**config.mk**
```make
export PLATFORM = sky130hd
export DESIGN_NAME = cbs_control
export DESIGN_NICKNAME = d
export VERILOG_FILES = /design/src/verilog/cbs_pkg.sv /design/src/verilog/cbs_control.sv
export VERILOG_INCLUDE_DIRS = /design/src /design/src/verilog
export SDC_FILE = /design/constraint.sdc
export NUM_CORES = 1
export LEC_CHECK = 0
export BUFFER_PORTS_ARGS = -buffer_cell sky130_fd_sc_hd__buf_2
export CORE_UTILIZATION = 60
export CTS_BUF_LIST = sky130_fd_sc_hd__clkbuf_8
export DETAILED_ROUTE_END_ITERATION = 12
export GPL_TIMING_DRIVEN = 1
export PLACE_DENSITY = 0.79
export SYNTH_ARGS = -nofsm -noshare
export SYNTH_HDL_FRONTEND = slang
export SYNTH_SLANG_ARGS = --single-unit
```
**constraint.sdc**
```tcl
create_clock -name mclk -period 2.1 [get_ports mclk]
set_input_delay 0.315 -clock mclk [delete_from_list [all_inputs] [get_ports mclk]]
set_output_delay 0.315 -clock mclk [all_outputs]
set_load 0.01 [all_outputs]
```
**src/verilog/cbs_cfg.svh**
```systemverilog
// Summary of operation
// RL1: stop or power-down low turns outputs off
// RL2: host releases SMBus lines during power-down
// RL3: two active-high enables gate pairs 0, 3
// RL4: invert pin flips enables, stop, power-down
// RL5: pin chooses PLL or fan-out bypass
// RL6: pin selects PLL loop bandwidth
// RL7: slave only, indexed block read and write
// RL8: fixed address 1101110 plus direction bit
// RL9: start, address, offset, count, data, stop
// RL10: host never writes byte count zero
// RL11: byte 0 bit 0 divide by two, reset 1
// RL12: byte 0 bit 1 bypass or PLL, reset 1
// RL13: byte 0 bit 2 bandwidth, reset 1
// RL14: byte 0 bit 6 tristate on stop, reset 0
// RL15: byte 0 bit 7 tristate on power-down, reset 0
// RL16: register index advances after each data byte
// RL17: bits 3 to 5 read zero, ignore writes
`ifndef CBS_CFG_SVH
`define CBS_CFG_SVH
`define CBS_SLAVE_ADDR 7'h6e
`define CBS_OFS_MODE 8'h00
`define CBS_BIT_FULL_RATE 0
`define CBS_BIT_PLL_PATH 1
`define CBS_BIT_LOW_BW 2
`define CBS_BIT_TRI_STOP 6
`define CBS_BIT_TRI_PDN 7
`define CBS_MODE_RESET 8'h07
`define CBS_MODE_WMASK 8'hc7
`define CBS_PIN_RESET 6'h07
`define CBS_PLL_PIN_RESET 2'h3
`endif

```
**src/verilog/cbs_pkg.sv**
```systemverilog
package cbs_pkg;
  typedef enum logic [5:0] {
    CBS_IDLE = 6'h01,
    CBS_ADDR = 6'h02,
    CBS_OFFSET = 6'h04,
    CBS_COUNT = 6'h08,
    CBS_WDATA = 6'h10,
    CBS_RDATA = 6'h20
  } cbs_state_t;
endpackage
```
**src/verilog/cbs_control.sv**
```systemverilog
`timescale 1ns/1ns
`include "cbs_cfg.svh"
module cbs_control
  import cbs_pkg::*;
(
  // clock and reset
  input wire logic mclk,
  input wire logic sys_rst,
  // smbus pins
  input wire logic scl_in,
  input wire logic sda_in,
  output logic sda_out,
  output logic sda_oe_n,
  // control pins
  input wire logic enable_pair0,
  input wire logic enable_pair3,
  input wire logic control_polarity_invert,
  input wire logic clock_stop_n,
  input wire logic power_down_n,
  input wire logic pll_select_pin,
  input wire logic loop_bandwidth_select,
  // output controls
  output logic [3:0] pair_run,
  output logic [3:0] pair_float,
  output logic full_rate,
  output logic pll_path,
  output logic low_bandwidth
);
  typedef struct packed {
    logic [1:0] scl_s;
    logic [1:0] sda_s;
    logic [5:0] pin_s0;
    logic [5:0] pin_s1;
    logic [1:0] pll_s;
    logic scl_q;
    logic sda_q;
    cbs_state_t st;
    logic [7:0] sh;
    logic [3:0] bits;
    logic ack;
    logic rd;
    logic [7:0] idx;
    logic [7:0] cnt;
    logic [7:0] mode;
    logic sda_low;
  } cbs_reg_t;
  cbs_reg_t r, next_r;
  logic scl, sda, scl_rise, scl_fall, start_c, stop_c;
  logic inv, oe0, oe3, stop_act, pdn_act;
  logic [7:0] rd_byte;
  logic [5:0] pins;
  assign pins = {enable_pair0, enable_pair3, control_polarity_invert,
                 clock_stop_n, power_down_n, loop_bandwidth_select};
  assign scl = r.scl_s[1];
  assign sda = r.sda_s[1];
  assign scl_rise = scl & ~r.scl_q;
  assign scl_fall = ~scl & r.scl_q;
  assign start_c = scl & r.scl_q & r.sda_q & ~sda;
  assign stop_c = scl & r.scl_q & ~r.sda_q & sda;
  // only byte 0 is implemented; reserved bits read zero
  assign rd_byte = (r.idx == `CBS_OFS_MODE) ?
                   (r.mode & `CBS_MODE_WMASK) : 8'h00; // RL17
  // =====================================================
  // pin control
  // =====================================================
  assign inv = r.pin_s1[3];
  assign oe0 = r.pin_s1[5] ^ inv; // RL3 RL4
  assign oe3 = r.pin_s1[4] ^ inv; // RL3 RL4
  assign stop_act = ~(r.pin_s1[2] ^ inv); // RL4
  assign pdn_act = ~(r.pin_s1[1] ^ inv); // RL4
  always_comb
  begin
    pair_run = {oe3, 2'b11, oe0}; // RL3
    if (stop_act || pdn_act)
    begin
      pair_run = 4'h0; // RL1
    end
    pair_float = 4'h0;
    if ((pdn_act && r.mode[`CBS_BIT_TRI_PDN]) ||
        (stop_act && r.mode[`CBS_BIT_TRI_STOP]))
    begin
      pair_float = 4'hf; // RL14 RL15
    end
  end
  assign full_rate = r.mode[`CBS_BIT_FULL_RATE]; // RL11
  // pin or register can pick the bypass path
  assign pll_path = r.mode[`CBS_BIT_PLL_PATH] & r.pll_s[1]; // RL5 RL12
  assign low_bandwidth = r.mode[`CBS_BIT_LOW_BW] &
                         r.pin_s1[0]; // RL6 RL13
  assign sda_out = 1'b0;
  assign sda_oe_n = ~r.sda_low;
  // =====================================================
  // smbus slave
  // =====================================================
  always_comb
  begin
    next_r = r;
    next_r.scl_s = {r.scl_s[0], scl_in};
    next_r.sda_s = {r.sda_s[0], sda_in};
    next_r.pin_s0 = pins;
    next_r.pin_s1 = r.pin_s0;
    next_r.pll_s = {r.pll_s[0], pll_select_pin};
    next_r.scl_q = scl;
    next_r.sda_q = sda;
    if (pdn_act)
    begin
      next_r.st = CBS_IDLE; // RL2
      next_r.sda_low = 1'b0;
    end
    else if (start_c)
    begin
      next_r.st = CBS_ADDR; // RL9
      next_r.bits = 4'h0;
      next_r.ack = 1'b0;
      next_r.sda_low = 1'b0;
    end
    else if (stop_c)
    begin
      next_r.st = CBS_IDLE;
      next_r.sda_low = 1'b0;
    end
    else if (r.st != CBS_IDLE && scl_rise && !r.ack)
    begin
      next_r.sh = {r.sh[6:0], sda};
      next_r.bits = r.bits + 4'h1;
    end
    else if (r.st != CBS_IDLE && scl_fall)
    begin
      next_r.sda_low = 1'b0;
      if (r.ack)
      begin
        // ack slot over
        next_r.ack = 1'b0;
        next_r.bits = 4'h0;
        if (r.st == CBS_RDATA)
        begin
          next_r.sh = rd_byte;
          next_r.sda_low = ~rd_byte[7];
        end
      end
      else if (r.bits == 4'h8)
      begin
        next_r.ack = 1'b1;
        next_r.sda_low = 1'b1;
        case (r.st)
          CBS_ADDR:
          begin
            if (r.sh[7:1] != `CBS_SLAVE_ADDR)
            begin
              next_r.st = CBS_IDLE; // RL8
              next_r.sda_low = 1'b0;
            end
            else
            begin
              next_r.rd = r.sh[0]; // RL8
              next_r.st = CBS_OFFSET;
            end
          end
          CBS_OFFSET:
          begin
            next_r.idx = r.sh;
            next_r.st = CBS_COUNT;
          end
          CBS_COUNT:
          begin
            next_r.cnt = r.sh;
            next_r.st = r.rd ? CBS_RDATA : CBS_WDATA; // RL7
          end
          CBS_WDATA:
          begin
            if (r.cnt == 8'h00)
            begin
              next_r.sda_low = 1'b0;
            end
            else
            begin
              if (r.idx == `CBS_OFS_MODE)
              begin
                next_r.mode = r.sh & `CBS_MODE_WMASK; // RL17
              end
              next_r.idx = r.idx + 8'h1; // RL16
              next_r.cnt = r.cnt - 8'h1;
            end
          end
          CBS_RDATA:
          begin
            // host drives ack; release and stop if nacked
            next_r.sda_low = 1'b0;
            next_r.idx = r.idx + 8'h1; // RL16
            if (r.cnt != 8'h00)
            begin
              next_r.cnt = r.cnt - 8'h1;
            end
          end
          default:
          begin
            next_r.st = CBS_IDLE;
          end
        endcase
      end
      else if (r.st == CBS_RDATA)
      begin
        // each falling edge drives the top bit, which the rising edge shifted up
        next_r.sda_low = ~r.sh[7];
      end
    end
    if (r.st == CBS_RDATA && r.ack && scl_rise && sda)
    begin
      next_r.st = CBS_IDLE;
    end
  end
  always_ff @(posedge mclk)
  begin
    if (sys_rst)
    begin
      r <= '0;
      r.scl_s <= 2'b11;
      r.sda_s <= 2'b11;
      r.scl_q <= 1'b1;
      r.sda_q <= 1'b1;
      r.pin_s0 <= `CBS_PIN_RESET;
      r.pin_s1 <= `CBS_PIN_RESET;
      r.pll_s <= `CBS_PLL_PIN_RESET;
      r.st <= CBS_IDLE;
      r.mode <= `CBS_MODE_RESET; // RL11 RL12 RL13 RL14 RL15
    end
    else
    begin
      r <= next_r;
    end
  end
  // =====================================================
  // checks
  // =====================================================
  property p_off_when_stopped;
    @(posedge mclk) disable iff (sys_rst)
      (stop_act || pdn_act) |-> pair_run == 4'h0;
  endproperty
  a_off_when_stopped: assert property (p_off_when_stopped) // RL1
    else $error("outputs run while stopped");
  property p_reserved_zero;
    @(posedge mclk) disable iff (sys_rst)
      r.mode[5:3] == 3'h0;
  endproperty
  a_reserved_zero: assert property (p_reserved_zero) // RL17
    else $error("reserved mode bits set");
  property p_idx_step;
    @(posedge mclk) disable iff (sys_rst)
      (r.st == CBS_WDATA && scl_fall && !r.ack && r.bits == 4'h8 &&
       r.cnt != 8'h00 && !pdn_act && !start_c && !stop_c)
      |=> r.idx == $past(r.idx) + 8'h1;
  endproperty
  a_idx_step: assert property (p_idx_step) // RL16
    else $error("index did not advance");
  property p_addr_reject;
    @(posedge mclk) disable iff (sys_rst)
      (r.st == CBS_ADDR && scl_fall && !r.ack && r.bits == 4'h8 &&
       r.sh[7:1] != `CBS_SLAVE_ADDR && !pdn_act && !start_c && !stop_c)
      |=> r.st == CBS_IDLE && !r.sda_low;
  endproperty
  a_addr_reject: assert property (p_addr_reject) // RL8
    else $error("foreign address acknowledged");
  property p_pdn_quiet;
    @(posedge mclk) disable iff (sys_rst)
      pdn_act |=> !r.sda_low;
  endproperty
  a_pdn_quiet: assert property (p_pdn_quiet) // RL2
    else $error("sda driven in power-down");
  property p_float_stop;
    @(posedge mclk) disable iff (sys_rst)
      (stop_act && r.mode[`CBS_BIT_TRI_STOP]) |-> pair_float == 4'hf;
  endproperty
  a_float_stop: assert property (p_float_stop) // RL14
    else $error("outputs not floated on stop");
  property p_float_pdn;
    @(posedge mclk) disable iff (sys_rst)
      (pdn_act && r.mode[`CBS_BIT_TRI_PDN]) |-> pair_float == 4'hf;
  endproperty
  a_float_pdn: assert property (p_float_pdn) // RL15
    else $error("outputs not floated on power-down");
  property p_run_clean;
    @(posedge mclk) disable iff (sys_rst)
      (!stop_act && !pdn_act) |-> pair_float == 4'h0 &&
      pair_run[2:1] == 2'b11;
  endproperty
  a_run_clean: assert property (p_run_clean) // RL3
    else $error("outputs off while running");
  property p_invert;
    @(posedge mclk) disable iff (sys_rst)
      (!stop_act && !pdn_act) |-> pair_run[0] == (r.pin_s1[5] ^ inv);
  endproperty
  a_invert: assert property (p_invert) // RL4
    else $error("enable sense wrong");
endmodule // cbs_control

```
==> out/qor.json <==
{
  "run_status": {
    "run_status": "complete, but fails checks",
    "violations": "setup timing"
  },
  "yosys": {
    "muxShareOfSynthArea_pct": 2.774,
    "synth.lib_cells_used.distinct": 65,
    "compound_gate_fraction_of_synth_area_pct": 20.31,
    "yosysTopAreaCellShare_pct": 37.18,
    "synth_simple_gate_area_share_pct": 28.75,
    "synth_top_cells_by_area": "sky130_fd_sc_hd__dfxtp_1 37%, sky130_fd_sc_hd__a21oi_1 3.4%, sky130_fd_sc_hd__nand2_1 2.8%, sky130_fd_sc_hd__or2_2 2.8%, sky130_fd_sc_hd__nor2_1 2.7%",
    "yosys_most_used_dff": "sky130_fd_sc_hd__dfxtp_1",
    "synthesis.area_mm2": 0.003338,
    "synth_xor_area_share_pct": 2.586,
    "synth-seq-area-share_pct": 37.18,
    "synthesis.yosys.warnings": 0,
    "synth_area_per_cell_um2": 8.831,
    "async_flop_share_pct": 0,
    "post_synth_inst_count": 378,
    "synth_enable_flop_cells": 0,
    "post_synth_fa_ha_maj_area_fraction_pct": 2.249,
    "postSynthRegisterBits": 62,
    "synth_largest_area_cell": "sky130_fd_sc_hd__dfxtp_1",
    "dominant_combinational_cell_family_by_area_after_synthesis": "simple AND/OR/NAND/NOR gates",
    "syn_nets": 395
  },
  "clocking": {
    "post_cts_hold_buffer_count": 0,
    "cts_made_buffers": 9,
    "cts_max_level": 3,
    "clock_sink_count": 62,
    "root_buffer": "sky130_fd_sc_hd__clkbuf_8",
    "cts_max_path_buffers": 2,
    "clock_insertion_delay_worst_skew_ps": 350,
    "cts.clk_slew.worst_paths_ps": 80,
    "cts_tree": "done"
  },
  "die": {
    "initial_utilization_pct": 63.74,
    "pin_count": 24,
    "die_y_um": 76.59,
    "row_count": 26,
    "fp.dieArea_mm2": 0.005866,
    "core_outline_area_mm2": 0.005238,
    "die_width_um": 76.59
  },
  "sta": {
    "tightestPinTransition_ps": 655.0,
    "timing.final.crit_share_pct": 100.1,
    "fin_worst_hold_slack_ps": 138.7,
    "timing.max_slew.rel_slack_pct": 56.24,
    "final_clock_skew_ps": 13.73,
    "rsz0062_at_grt": "yes",
    "accumulated_negative_setup_slack_ps": -1.658,
    "setup_viol_count_final": 1,
    "post-route-min-period_ps": 2102,
    "max_freq_mhz": 475.8,
    "hold_viol_final": 0,
    "finalMaxSlewViolations": 0,
    "worst_slack_ps": -1.658
  },
  "setup_path": {
    "critical_path.slowest_cell": "sky130_fd_sc_hd__nor4_1",
    "critical_path_required_ps": 2340,
    "worstPathArrival_ps": 2340,
    "series_of_cell_instances_along_the_critical_path": "nor4_1 > o2111ai_2 > nor4_4 > nor2b_1 > a311o_1",
    "worst_reg_to_reg_setup_slack_ps": -2,
    "worst_setup_path_start_kind": "flip-flop",
    "criticalPathCategory": "reg2reg",
    "cp_slowest_stage_delay_ps": 500,
    "worst-path-max-fanout": 6,
    "endpoint_kind": "flip-flop"
  },
  "global_routing": {
    "grt_pass1_wl_mm": 12.83,
    "antenna_found_initial": 0,
    "gr-total-overflow": 0,
    "largest_net_degree_at_the_start_of_global_routing": 50,
    "grt_util_all_layers_pct": 27.63,
    "first_global_vias": 2709
  },
  "layout": {
    "final_nets": 441,
    "synthesis_to_finish_area_growth_pct": 18.44,
    "final_cell_area_mm2": 0.003954,
    "layout.core_utilization_pct": 75.49,
    "finish.cell_count_without_fillers": 499,
    "final_layout_size_suffix_gt1_share_pct": 29.37,
    "most-common-layout-cells": "58 x sky130_fd_sc_hd__dfxtp_1, 33 x sky130_fd_sc_hd__buf_4, 25 x sky130_fd_sc_hd__nand2_1",
    "layout.cells.most_common": "sky130_fd_sc_hd__dfxtp_1",
    "num_antenna_cells": 0
  },
  "flow_run": {
    "cap_violations": 0
  },
  "detailed_routing": {
    "drt-vias-per-instance": 6.088,
    "dr_total_vias": 3038,
    "detail_route.wirelength.met1_mm": 3.670,
    "detail_route.wirelength_mm": 8.160,
    "route.top_layer_used": "met4",
    "ant_nets": 0,
    "dr_wl_met3_um": 470,
    "routed_wire_length_per_instance_um": 16.35,
    "post-route-drc-count": 0,
    "wl_met2_mm": 3.851,
    "initialDrtViolationCount": 259,
    "detailedRoute.firstPassIterationCount": 5
  },
  "placed_design": {
    "postPlaceCellArea_mm2": 0.003591,
    "numPlacedInstances": 471,
    "portBuffers": 22,
    "place_worst_setup_slack_ps": 20.35,
    "total_half_perimeter_wirelength_after_legalization_and_detailed_placement_mm": 5.507,
    "place.gp.congestion": 0.8888
  },
  "power_and_ir_drop": {
    "p_leak_nw": 1.468,
    "p_per_area_mw_per_mm2": 599.5,
    "design_power_total_mw": 2.370,
    "max-vdd-ir-drop_mv": 0.5892
  },
  "worst_hold_path": {
    "hold_class": "in2reg"
  }
}
path summary, 6_finish.rpt:
check | start | to | depth (start not counted)
min reg2reg | next_r[50]$_SDFF_PP1_ | r[50]$_SDFF_PP1_ | 1
max | r[41]$_SDFFE_PP0P_ | r[2]$_SDFFE_PP1P_ | 5
min | power_down_n | next_r[50]$_SDFF_PP1_ | 2
max reg2reg | r[41]$_SDFFE_PP0P_ | r[2]$_SDFFE_PP1P_ | 5
metal layers:
metal | GRT usage, % | vias up
li1 | - | 1447
met1 | 35.71 | 1458
met2 | 43.69 | 110
met3 | 7.066 | 23
met4 | 11.35 | 0
met5 | 0 | -
flip-flops by register name, indices dropped and copies added, names as in the netlist:
name       flops
full_rate      1
next_r        11
inv            1
r             49
cells in the mapped netlist (6+ instances only):
library cell               instances
sky130_fd_sc_hd__dfxtp_1          62
sky130_fd_sc_hd__nand2_1          25
sky130_fd_sc_hd__nor2_1           24
sky130_fd_sc_hd__a21oi_1          23
sky130_fd_sc_hd__nand3_1          17
sky130_fd_sc_hd__o21ai_0          16
sky130_fd_sc_hd__inv_1            15
sky130_fd_sc_hd__or2_2            15
sky130_fd_sc_hd__nor2b_1          14
sky130_fd_sc_hd__nor3_1           13
sky130_fd_sc_hd__clkbuf_1          9
sky130_fd_sc_hd__a221oi_1          7
sky130_fd_sc_hd__buf_4             7
sky130_fd_sc_hd__mux2i_1           7
sky130_fd_sc_hd__nand2b_1          7
sky130_fd_sc_hd__a211oi_1          6
sky130_fd_sc_hd__ha_1              6
critical path, delay by kind of cell (launching register included):
family | cells | cell delay (ps)
compound gates | 2 | 660
flops | 1 | 380
simple gates | 3 | 950
final cells by class:
cell class              count  area (um^2)
fillers                   381         1284
clock inverters             7        65.06
multi-input cells         278         1966
flip-flops and latches     62         1246
well taps                  70        87.58
inverters                  15        56.30
repair buffers             58        409.1
clock buffers               9        123.9
power by group:
part           total [mW]  internal, mW  leakage, nW  switching [mW]
registers            1.21          1.19        0.505          0.0157
logic               0.150        0.0668        0.869          0.0832
clock network        1.01         0.456       0.0943           0.554
what timing repair did:
action	CTS	global route
setup buffers	0	11
resized for setup	0	19
setup endpoints to repair	0	26
kinds of logic after synthesis:
kind of cell               count (synthesis)
and+or+nand+nor                          158
other                                      1
adders and majority gates                  6
DFF                                       62
buffers and inverters                     39
muxes                                      9
AOI/OAI and AO/OA                         94
xor gates and xnor gates                   9
Note: power is estimated with default switching activity, not from simulation.
